`config.mk`:
```
export PLATFORM = sky130hd
export DESIGN_NAME = mie_exec
export DESIGN_NICKNAME = d
export VERILOG_FILES = /design/src/logic/mie_pkg.sv /design/src/logic/mie_cycle_timer.sv /design/src/logic/mie_exec.sv
export VERILOG_INCLUDE_DIRS = /design/src /design/src/logic
export SDC_FILE = /design/constraint.sdc
export NUM_CORES = 1
export LEC_CHECK = 0
export BUFFER_PORTS_ARGS = -buffer_cell sky130_fd_sc_hd__buf_2
export CORE_ASPECT_RATIO = 0.6
export CORE_MARGIN = 2
export CORE_UTILIZATION = 54
export DETAILED_ROUTE_END_ITERATION = 12
export MAX_ROUTING_LAYER = met4
export PLACE_DENSITY = 0.82
export SYNTH_ARGS = -nofsm -noshare
export SYNTH_HDL_FRONTEND = slang
export SYNTH_SLANG_ARGS = --single-unit
```
`constraint.sdc`:
```
create_clock -name mclk -period 4.2 [get_ports mclk]
set_input_delay 1.26 -clock mclk [delete_from_list [all_inputs] [get_ports mclk]]
set_output_delay 1.26 -clock mclk [all_outputs]
set_load 0.03 [all_outputs]
```
`src/logic/mie_params.svh`:
```
// Constants for the execution unit: offsets, reset values, timing.
// Included by bare name wherever needed.
`ifndef MIE_PARAMS_SVH
`define MIE_PARAMS_SVH

// Address of the program counter low byte
`define MIE_PCL_ADDR        7'h06
// System clocks per instruction cycle
`define MIE_CLKS_PER_CYCLE  3'h4
// Last phase index inside one instruction cycle
`define MIE_LAST_PHASE      2'h3
// Page of the last-page table read
`define MIE_LAST_PAGE       3'h7
// Base instruction cycle counts
`define MIE_BASE_ONE        2'h1
`define MIE_BASE_TWO        2'h2
// Reset values and byte constants
`define MIE_ACC_RST         8'h00
`define MIE_PC_RST          11'h000
`define MIE_TABLE_HIGH_LATCH_RST        6'h00
`define MIE_BYTE_ZERO       8'h00
`define MIE_BYTE_ONE        8'h01

`endif

```
`src/logic/mie_pkg.sv`:
```
// Types shared by the execution unit, the memory model, the checker and the bench.
// Assumes mie_params.svh is on the include path.
package mie_pkg;

  typedef enum logic [5:0] {
    op_rotate_right_to_accumulator       = 6'h00,
    op_rotate_right_in_memory            = 6'h01,
    op_rotate_right_via_cy_to_accumulator = 6'h02,
    op_rotate_right_via_cy_in_memory     = 6'h03,
    op_rotate_left_to_accumulator        = 6'h04,
    op_rotate_left_in_memory             = 6'h05,
    op_rotate_left_via_carry_to_accumulator = 6'h06,
    op_rotate_left_via_carry_in_memory   = 6'h07,
    op_transfer_mem_to_acc               = 6'h08,
    op_transfer_acc_to_mem               = 6'h09,
    op_transfer_imm_to_acc               = 6'h0a,
    op_bit_clear                         = 6'h0b,
    op_bit_set                           = 6'h0c,
    op_goto_branch                       = 6'h0d,
    op_call                              = 6'h0e,
    op_leave_subroutine                  = 6'h0f,
    op_leave_subroutine_imm              = 6'h10,
    op_leave_interrupt_handler           = 6'h11,
    op_skip_if_zero                      = 6'h12,
    op_skip_zero_copy_to_accumulator     = 6'h13,
    op_skip_if_bit_clear                 = 6'h14,
    op_skip_if_bit_set                   = 6'h15,
    op_increment_skip_zero               = 6'h16,
    op_decrement_skip_zero               = 6'h17,
    op_increment_skip_zero_to_accumulator = 6'h18,
    op_decrement_skip_zero_to_accumulator = 6'h19,
    op_table_read_current_page           = 6'h1a,
    op_table_read_last_page              = 6'h1b,
    op_idle_instruction                  = 6'h1c,
    op_watchdog_clear                    = 6'h1d,
    op_watchdog_preclear_first           = 6'h1e,
    op_watchdog_preclear_second          = 6'h1f,
    op_nibble_exchange_in_memory         = 6'h20,
    op_nibble_exchange_to_accumulator    = 6'h21,
    op_halt                              = 6'h22
  } mie_op_t;

  typedef struct packed {
    mie_op_t     op;
    logic [6:0]  mem_addr;
    logic [2:0]  bit_idx;
    logic [7:0]  imm;
    logic [10:0] target;
  } mie_instr_t;

  typedef struct packed {
    logic        we;
    logic [6:0]  addr;
    logic [7:0]  data;
  } mie_mem_wr_t;

  typedef struct packed {
    logic        timeout;
    logic        powerdown;
    logic        carry;
  } mie_flags_t;

endpackage

```
`src/logic/mie_cycle_timer.sv`:
```
// Instruction cycle timer: four system clocks per instruction cycle.
// Assumes load is only honoured while idle; cycles is 1 to 3.
`include "mie_params.svh"

module mie_cycle_timer (
  input  wire logic       mclk,
  input  wire logic       rst_b,
  input  wire logic       load,
  input  wire logic [1:0] cycles,
  output logic            busy,
  output logic            tick,
  output logic            done
);

  logic [1:0] phase;
  logic [1:0] left;

  always_ff @(posedge mclk) begin
    if (!rst_b) begin
      busy  <= 1'b0;
      phase <= 2'h0;
      left  <= 2'h0;
      tick  <= 1'b0;
      done  <= 1'b0;
    end else begin
      tick <= 1'b0;
      done <= 1'b0;
      if (load && !busy) begin
        busy  <= 1'b1;
        phase <= 2'h0;
        left  <= cycles;
      end else if (busy) begin
        // Each instruction cycle spans four system clocks [RQ17] [RQ18]
        if (phase == `MIE_LAST_PHASE) begin
          phase <= 2'h0;
          tick  <= 1'b1;
          left  <= left - 2'h1;
          if (left == 2'h1) begin
            busy <= 1'b0;
            done <= 1'b1;
          end
        end else begin
          phase <= phase + 2'h1;
        end
      end
    end
  end

endmodule

```
`src/logic/mie_exec.sv`:
```
// Execution unit for rotates, moves, bit ops, branches, skips, table reads,
// nibble swap, idle, watchdog clears and halt.
// Assumes the memory operand is valid with start and the program word by the
// end of the first instruction cycle of a table read.
//
// Overview of operation
// (RQ1) Rotate right plain: one cycle, flags kept
// (RQ2) Rotate right via carry: one cycle, carry only
// (RQ3) Rotate left plain: one cycle, flags kept
// (RQ4) Rotate left via carry: one cycle, carry only
// (RQ5) Transfers take one cycle, no flags
// (RQ6) Bit set/clear by 3-bit index, one cycle
// (RQ7) Jump and call: 11-bit target, two cycles
// (RQ8) Returns take two cycles, no flags
// (RQ9) Skip when operand zero, optional accumulator copy
// (RQ10) Bit test skips on zero or one
// (RQ11) Memory increment/decrement skip, both penalties
// (RQ12) Accumulator increment/decrement skip, skip penalty only
// (RQ13) Table read to memory and high latch
// (RQ14) Nibble swap in place or to accumulator
// (RQ15) Halt enters power-down, updates flags
// (RQ16) Pre-clear changes flags only when clearing
// (RQ17) Program counter low write adds one cycle
// (RQ18) Actual skip adds one cycle
// (RQ19) Immediate 8 bits, data address 7 bits
// (RQ20) Watchdog clear resets counter, clears flags
// (RQ21) Pre-clear needs the other pre-clear first
// (RQ22) Rotates wrap ends or pass through carry
`include "mie_params.svh"

module mie_exec (
  input  wire logic               mclk,
  input  wire logic               rst_b,
  input  wire logic               start,
  input  wire mie_pkg::mie_instr_t instr,
  input  wire logic [7:0]         mem_rdata,
  input  wire logic [7:0]         table_pointer,
  input  wire logic [13:0]        rom_data,
  input  wire logic [10:0]        ret_addr,
  input  wire logic               wdt_overflow,
  input  wire logic               wake,
  output mie_pkg::mie_mem_wr_t    mem_wr,
  output mie_pkg::mie_flags_t     flags,
  output logic [7:0]              acc,
  output logic [5:0]              table_high_latch,
  output logic [10:0]             pc,
  output logic [10:0]             rom_addr,
  output logic                    rom_re,
  output logic                    push_req,
  output logic [10:0]             push_addr,
  output logic                    pop_req,
  output logic                    leave_interrupt_handler_pulse,
  output logic                    skip_next,
  output logic                    wdt_clear,
  output logic                    halted,
  output logic                    busy,
  output logic                    done
);

  // Plain rotates wrap the outgoing bit to the other end [RQ22]
  function automatic logic [7:0] rot_r(input logic [7:0] v);
    rot_r = {v[0], v[7:1]};
  endfunction

  function automatic logic [7:0] rot_l(input logic [7:0] v);
    rot_l = {v[6:0], v[7]};
  endfunction

  function automatic logic [7:0] swap_nib(input logic [7:0] v);
    swap_nib = {v[3:0], v[7:4]};
  endfunction

  function automatic logic [7:0] bit_mask(input logic [2:0] i);
    bit_mask = `MIE_BYTE_ONE << i;
  endfunction

  function automatic logic is_tbl(input mie_pkg::mie_op_t o);
    is_tbl = (o == mie_pkg::op_table_read_current_page) ||
             (o == mie_pkg::op_table_read_last_page);
  endfunction

  logic       issue;
  logic       tick;
  logic       tbl_pending;
  logic       tbl_last;
  logic [6:0] tbl_dest;
  logic       pre1_seen;
  logic       pre2_seen;

  logic [7:0] next_result;
  logic       next_carry;
  logic       next_wr_mem;
  logic       next_wr_acc;
  logic       next_skip;
  logic       next_pcl;
  logic [1:0] next_base;
  logic [1:0] next_cycles;

  // A request while busy is ignored; the caller waits for done
  assign issue = start && !busy;

  always_comb begin
    next_result = mem_rdata;
    next_carry  = flags.carry;
    next_wr_mem = 1'b0;
    next_wr_acc = 1'b0;
    next_skip   = 1'b0;
    next_base   = `MIE_BASE_ONE;
    case (instr.op)
      mie_pkg::op_rotate_right_to_accumulator: begin
        next_result = rot_r(mem_rdata); // [RQ1]
        next_wr_acc = 1'b1;
      end
      mie_pkg::op_rotate_right_in_memory: begin
        next_result = rot_r(mem_rdata); // [RQ1]
        next_wr_mem = 1'b1;
      end
      mie_pkg::op_rotate_right_via_cy_to_accumulator: begin
        next_result = {flags.carry, mem_rdata[7:1]}; // [RQ2] [RQ22]
        next_carry  = mem_rdata[0];
        next_wr_acc = 1'b1;
      end
      mie_pkg::op_rotate_right_via_cy_in_memory: begin
        next_result = {flags.carry, mem_rdata[7:1]}; // [RQ2] [RQ22]
        next_carry  = mem_rdata[0];
        next_wr_mem = 1'b1;
      end
      mie_pkg::op_rotate_left_to_accumulator: begin
        next_result = rot_l(mem_rdata); // [RQ3]
        next_wr_acc = 1'b1;
      end
      mie_pkg::op_rotate_left_in_memory: begin
        next_result = rot_l(mem_rdata); // [RQ3]
        next_wr_mem = 1'b1;
      end
      mie_pkg::op_rotate_left_via_carry_to_accumulator: begin
        next_result = {mem_rdata[6:0], flags.carry}; // [RQ4] [RQ22]
        next_carry  = mem_rdata[7];
        next_wr_acc = 1'b1;
      end
      mie_pkg::op_rotate_left_via_carry_in_memory: begin
        next_result = {mem_rdata[6:0], flags.carry}; // [RQ4] [RQ22]
        next_carry  = mem_rdata[7];
        next_wr_mem = 1'b1;
      end
      mie_pkg::op_transfer_mem_to_acc: begin
        next_wr_acc = 1'b1; // [RQ5]
      end
      mie_pkg::op_transfer_acc_to_mem: begin
        next_result = acc; // [RQ5]
        next_wr_mem = 1'b1;
      end
      mie_pkg::op_transfer_imm_to_acc: begin
        next_result = instr.imm; // [RQ5] [RQ19]
        next_wr_acc = 1'b1;
      end
      mie_pkg::op_bit_clear: begin
        next_result = mem_rdata & ~bit_mask(instr.bit_idx); // [RQ6]
        next_wr_mem = 1'b1;
      end
      mie_pkg::op_bit_set: begin
        next_result = mem_rdata | bit_mask(instr.bit_idx); // [RQ6]
        next_wr_mem = 1'b1;
      end
      mie_pkg::op_goto_branch,
      mie_pkg::op_call,
      mie_pkg::op_leave_subroutine,
      mie_pkg::op_leave_interrupt_handler: begin
        next_base = `MIE_BASE_TWO; // [RQ7] [RQ8]
      end
      mie_pkg::op_leave_subroutine_imm: begin
        next_base   = `MIE_BASE_TWO; // [RQ8]
        next_result = instr.imm;
        next_wr_acc = 1'b1;
      end
      mie_pkg::op_skip_if_zero: begin
        next_skip = (mem_rdata == `MIE_BYTE_ZERO); // [RQ9]
      end
      mie_pkg::op_skip_zero_copy_to_accumulator: begin
        next_skip   = (mem_rdata == `MIE_BYTE_ZERO); // [RQ9]
        next_wr_acc = 1'b1;
      end
      mie_pkg::op_skip_if_bit_clear: begin
        next_skip = !mem_rdata[instr.bit_idx]; // [RQ10]
      end
      mie_pkg::op_skip_if_bit_set: begin
        next_skip = mem_rdata[instr.bit_idx]; // [RQ10]
      end
      mie_pkg::op_increment_skip_zero: begin
        next_result = mem_rdata + `MIE_BYTE_ONE; // [RQ11]
        next_skip   = (next_result == `MIE_BYTE_ZERO);
        next_wr_mem = 1'b1;
      end
      mie_pkg::op_decrement_skip_zero: begin
        next_result = mem_rdata - `MIE_BYTE_ONE; // [RQ11]
        next_skip   = (next_result == `MIE_BYTE_ZERO);
        next_wr_mem = 1'b1;
      end
      mie_pkg::op_increment_skip_zero_to_accumulator: begin
        next_result = mem_rdata + `MIE_BYTE_ONE; // [RQ12]
        next_skip   = (next_result == `MIE_BYTE_ZERO);
        next_wr_acc = 1'b1;
      end
      mie_pkg::op_decrement_skip_zero_to_accumulator: begin
        next_result = mem_rdata - `MIE_BYTE_ONE; // [RQ12]
        next_skip   = (next_result == `MIE_BYTE_ZERO);
        next_wr_acc = 1'b1;
      end
      mie_pkg::op_table_read_current_page,
      mie_pkg::op_table_read_last_page: begin
        next_base = `MIE_BASE_TWO; // [RQ13]
      end
      mie_pkg::op_nibble_exchange_in_memory: begin
        next_result = swap_nib(mem_rdata); // [RQ14]
        next_wr_mem = 1'b1;
      end
      mie_pkg::op_nibble_exchange_to_accumulator: begin
        next_result = swap_nib(mem_rdata); // [RQ14]
        next_wr_acc = 1'b1;
      end
      default: begin
      end
    endcase
  end

  // Table reads write memory too, so a low-byte target costs a cycle
  assign next_pcl = (instr.mem_addr == `MIE_PCL_ADDR) && (next_wr_mem || is_tbl(instr.op));
  assign next_cycles = next_base + {1'b0, next_pcl} + {1'b0, next_skip}; // [RQ17] [RQ18]

  mie_cycle_timer u_timer (
    .mclk   (mclk),
    .rst_b  (rst_b),
    .load   (issue),
    .cycles (next_cycles),
    .busy   (busy),
    .tick   (tick),
    .done   (done)
  );

  // Accumulator and carry; other flags are outside this block
  always_ff @(posedge mclk) begin
    if (!rst_b) begin
      acc         <= `MIE_ACC_RST;
      flags.carry <= 1'b0;
    end else if (issue) begin
      if (next_wr_acc) begin
        acc <= next_result; // [RQ1] [RQ3] [RQ5] [RQ9] [RQ12] [RQ14]
      end
      flags.carry <= next_carry; // [RQ2] [RQ4]
    end
  end

  // Data memory write port, one-cycle strobe
  always_ff @(posedge mclk) begin
    if (!rst_b) begin
      mem_wr <= '0;
    end else if (issue) begin
      mem_wr.we   <= next_wr_mem; // [RQ1] [RQ3] [RQ6] [RQ11] [RQ14]
      mem_wr.addr <= instr.mem_addr; // [RQ19]
      mem_wr.data <= next_result;
    end else if (tick && tbl_pending) begin
      mem_wr.we   <= 1'b1; // [RQ13]
      mem_wr.addr <= tbl_dest;
      mem_wr.data <= rom_data[7:0];
    end else begin
      mem_wr.we <= 1'b0;
    end
  end

  // Table read: address out at issue, word taken after the first cycle
  always_ff @(posedge mclk) begin
    if (!rst_b) begin
      tbl_pending      <= 1'b0;
      tbl_last         <= 1'b0;
      tbl_dest         <= 7'h00;
      rom_addr         <= `MIE_PC_RST;
      rom_re           <= 1'b0;
      table_high_latch <= `MIE_TABLE_HIGH_LATCH_RST;
    end else if (issue) begin
      tbl_last    <= (instr.op == mie_pkg::op_table_read_last_page);
      tbl_dest    <= instr.mem_addr;
      tbl_pending <= is_tbl(instr.op);
      rom_re      <= is_tbl(instr.op);
      if (instr.op == mie_pkg::op_table_read_last_page) begin
        rom_addr <= {`MIE_LAST_PAGE, table_pointer}; // [RQ13]
      end else begin
        rom_addr <= {pc[10:8], table_pointer}; // [RQ13]
      end
    end else if (tick && tbl_pending) begin
      tbl_pending      <= 1'b0;
      rom_re           <= 1'b0;
      table_high_latch <= rom_data[13:8]; // [RQ13]
    end
  end

  // Program counter and stack requests
  always_ff @(posedge mclk) begin
    if (!rst_b) begin
      pc         <= `MIE_PC_RST;
      push_req   <= 1'b0;
      push_addr  <= `MIE_PC_RST;
      pop_req    <= 1'b0;
      leave_interrupt_handler_pulse <= 1'b0;
      skip_next  <= 1'b0;
    end else begin
      push_req   <= 1'b0;
      pop_req    <= 1'b0;
      leave_interrupt_handler_pulse <= 1'b0;
      skip_next  <= 1'b0;
      if (issue) begin
        skip_next <= next_skip; // [RQ9] [RQ10] [RQ11] [RQ12]
        case (instr.op)
          mie_pkg::op_goto_branch: begin
            pc <= instr.target; // [RQ7]
          end
          mie_pkg::op_call: begin
            pc        <= instr.target; // [RQ7]
            push_req  <= 1'b1;
            push_addr <= pc + 11'h001;
          end
          mie_pkg::op_leave_subroutine,
          mie_pkg::op_leave_subroutine_imm,
          mie_pkg::op_leave_interrupt_handler: begin
            pc         <= ret_addr; // [RQ8]
            pop_req    <= 1'b1;
            leave_interrupt_handler_pulse <= (instr.op == mie_pkg::op_leave_interrupt_handler);
          end
          default: begin
            if (next_wr_mem && next_pcl) begin
              pc <= {pc[10:8], next_result}; // [RQ17]
            end else if (next_skip) begin
              pc <= pc + 11'h002; // [RQ18]
            end else begin
              pc <= pc + 11'h001;
            end
          end
        endcase
      end else if (tick && tbl_pending && tbl_dest == `MIE_PCL_ADDR) begin
        pc <= {pc[10:8], rom_data[7:0]}; // [RQ17]
      end
    end
  end

  // Watchdog clears, time-out and power-down flags
  always_ff @(posedge mclk) begin
    if (!rst_b) begin
      flags.timeout   <= 1'b0;
      flags.powerdown <= 1'b0;
      pre1_seen       <= 1'b0;
      pre2_seen       <= 1'b0;
      wdt_clear       <= 1'b0;
      halted          <= 1'b0;
    end else begin
      wdt_clear <= 1'b0;
      if (wake) begin
        halted <= 1'b0;
      end
      if (issue) begin
        case (instr.op)
          mie_pkg::op_watchdog_clear: begin
            wdt_clear       <= 1'b1; // [RQ20]
            flags.timeout   <= 1'b0;
            flags.powerdown <= 1'b0;
            pre1_seen       <= 1'b0;
            pre2_seen       <= 1'b0;
          end
          mie_pkg::op_watchdog_preclear_first,
          mie_pkg::op_watchdog_preclear_second: begin
            if (instr.op == mie_pkg::op_watchdog_preclear_first ? pre2_seen : pre1_seen) begin
              wdt_clear       <= 1'b1; // [RQ21] [RQ16]
              flags.timeout   <= 1'b1;
              flags.powerdown <= 1'b0;
              pre1_seen       <= 1'b0;
              pre2_seen       <= 1'b0;
            end else if (instr.op == mie_pkg::op_watchdog_preclear_first) begin
              pre1_seen <= 1'b1; // [RQ21]
            end else begin
              pre2_seen <= 1'b1; // [RQ21]
            end
          end
          mie_pkg::op_halt: begin
            flags.timeout   <= 1'b0; // [RQ15]
            flags.powerdown <= 1'b1;
            halted          <= 1'b1;
          end
          default: begin
          end
        endcase
      end
      // Overflow wins over a same-cycle clear so it is never lost
      if (wdt_overflow) begin
        flags.timeout <= 1'b1;
      end
    end
  end

endmodule

```
==> flow_summary.toml <==
[run_status]
status = "complete, no violations"

[grt]
grt.overflow.total = 0
grt_antenna_before_repair = 0
grt_use_total_pct = 34.6
grt_pass1_vias = 5437
grt_pass1_wl_mm = 30.0
grt_max_degree = 56

[timing]
hold_violations = 0
setup_violations = 0
relSlewSlack_pct = 20.1
setup_tns_ns = 0
rsz0062_at_grt = "false"
slew_viol_final = 0
final.min_clock_period_ns = 3.57
finClkSkew_ns = 0.00665
max_freq_mhz = 280
tightest_slew_ns = 1.19
finalCritPeriodShare_pct = 84.9

[drt]
drc = 0
dr.pass1.iters = 5
routed_wirelength_mm = 19.4
vias_per_cell = 6.12
antenna_left = 0
vias = 6307
wl_per_cell_um = 18.8
drtIter0Drc = 674

[yosys]
synth_area_sq_um = 5760
synth_top_area_share_pct = 30.9
synth_area_leaders = "dfxtp_1 (31%), nand2_1 (6.5%), nor2_1 (6.0%), a21oi_1 (4.8%), mux2i_1 (3.7%)"
seq_area_frac_synth_pct = 30.9
async_flop_share_pct = 0
yosysWarnings = 0
synthFlopType = "dfxtp_1"
syn_area_per_cell_sq_um = 7.70
synth_largest_area_cell = "dfxtp_1"
synth_cells = 748
ys_types = 86
ys_ff_latch = 89
syn-num-nets = 838
synth_edf_count = 0

[final_layout]
areaGrowthSynthToFinish_pct = 21.4
layout_commonest_cell = "buf_2"
fillers = 938
fin_util_pct = 66.7
drive_gt1_share_pct = 26.9
antenna_cells = 0
final_cell_mix = "buf_2 (155), nand2_1 (100), nor2_1 (92)"
final_cell_area_sq_um = 6990
nets = 976

[setup_path]
crit_path_start_kind = "input port"
crit_arrival_ns = 3.85
crit_type = "in -> reg"
crit_fanout = 9
cp-end-kind = "register"
required_ns = 4.49

[clock_tree]
cts_tree = "done"
clkTransAtPathRegs_ns = 0.07
hold_buffers = 0
cts_setup_buffers = 0
clock_sinks = 89
insertion_delay_ns = 0.35
root_buffer = "clkbuf_16"
clock_tree.buffer_depth = 2
cts.htree.levels = 3
cts_resized = 0
numCtsBuffers = 9

[place]
placed_area_sq_um = 6690
place.gp.congestion = 1.02
port_buffers = 155
dp_hpwl_mm = 14.5

[power]
combPwrFrac_pct = 21.8
cellLeakagePower_nw = 3.05
p_per_area_nw_per_um2 = 316
intPower_mw = 1.47
pwr-share-clk_pct = 36.4
peakVddDrop_mv = 0.261
switching_share_pct = 33.2
power.switching_mw = 0.734
seq_power_share_pct = 41.9

[floorplanning]
core_sq_um = 10500
die_w_um = 137
die_area_sq_um = 11500
rows = 29
fp.dieH_um = 84.0
ios = 156
initial_core_util_pct = 54.9

[flow_run]
drv_cap = 0

[min_path]
hold_path.class = "reg -> reg"
power groups by stage:
stage	logic, mW	registers, mW	clock network [mW]
floorplan	0.257	0.988	0
global placement	0.467	0.940	0
detailed placement	0.467	0.941	0
CTS	0.469	0.923	0.803
global route	0.516	0.928	0.846
finish	0.480	0.924	0.803
synthesized netlist by cell type, types with 3 or more instances:
library cell  count
or4_1             6
nand3_1          30
xnor2_1          10
o31ai_1           3
o21a_1            4
mux2i_1          21
nor3b_1           3
inv_1            13
a22oi_1           6
nand2b_1         10
nor2_1           92
nor4b_1           3
a211oi_1         15
a311oi_1          4
xor2_1            8
buf_1             7
a22o_1            6
a21oi_1          55
o211ai_1         10
nor3_1           13
ha_1              8
clkbuf_1         33
a221oi_1          7
and2_1            5
o211a_1           5
o32a_1            3
buf_4             4
or2_2             4
nor2b_1          11
nor4_1            6
mux2_2            9
a21o_1            5
buf_2            13
o221a_2           3
a21boi_0          8
dfxtp_1          89
a31oi_1          10
nand4_1           8
and3_1           12
a221o_1           9
nand2_1         100
o21ai_0          19
per-stage QoR:
stage / setup WS [ns] / std cells / power [mW] / hold WS [ns]
finish: 0.634 / 1030 / 2.21 / 0.455
global route: 0.468 / 1030 / 2.29 / 0.478
CTS: 0.655 / 1030 / 2.19 / 0.456
detailed placement: 0.312 / 1014 / 1.41 / 0.447
global placement: 0.342 / 1014 / 1.41 / 0.440
floorplan: 0.500 / 748 / 1.24 / 0.441
path summary, 6_finish.rpt:
| path | start | endpoint | slack, ns | cells after the start |
|---|---|---|---|---|
| worst max register to register | tbl_dest[6]$_SDFFE_PN0P_ | pc[1]$_SDFFE_PN0P_ | 1.53 | 5 |
| worst min-delay path | rom_addr[0]$_SDFFE_PN0P_ | rom_addr[0]$_SDFFE_PN0P_ | 0.45 | 2 |
| worst max-delay path | mem_rdata[0] | pc[10]$_SDFFE_PN0P_ | 0.63 | 12 |
| worst min register to register | rom_addr[0]$_SDFFE_PN0P_ | rom_addr[0]$_SDFFE_PN0P_ | 0.45 | 2 |
layer usage:
layer	track usage, %	share of wire [%]	wire length, um	vias to the layer above
met4	6.47	0.91	177	0
li1	-	-	-	3003
met1	52.8	47	9060	2867
met5	-	0	0	-
met3	12.4	14	2670	18
met2	42.7	39	7470	419
worst max-delay path, stage by stage:
cell	delay, ns
buf_2	0.18
inv_1	0.12
ha_1	0.22
nor2b_1	0.14
a31o_1	0.21
a22o_1	0.22
nand4_1	0.09
o221ai_2	0.10
a21oi_2	0.32
mux2_4	0.37
or4_1	0.51
nand3_1	0.09
final cells by class:
cell class | instances | area (sq um) | area share [%]
clock buffers | 9 | 225 | 3.22
clock inverters | 7 | 72.6 | 1.04
inverters | 15 | 56.3 | 0.805
multi-input cells | 584 | 3660 | 52.4
flip-flops and latches | 89 | 1780 | 25.5
well taps | 139 | 174 | 2.49
repair buffers | 187 | 1020 | 14.5
registers in the layout, indices dropped and copies added, names as in the netlist, 2 cells and up:
signal / count
rom_addr: 11
tbl_dest: 7
table_high_latch: 6
push_addr: 11
acc: 8
u_timer.left: 2
pc: 11
flags: 3
mem_wr: 16
u_timer.phase: 2
kinds of logic (layout without fill, tap and decap cells):
family          Yosys count  in the layout  share of synthesized area (%)
flops                    89             89                           30.9
simple gates            319            319                           26.6
compound gates          206            206                           26.2
mux                      32             32                           5.87
fa+ha+maj                 9              9                           2.09
buf+inv                  75            218                           5.61
xor+xnor                 18             18                           2.74
No activity file was read; power rests on OpenSTA's default activity.
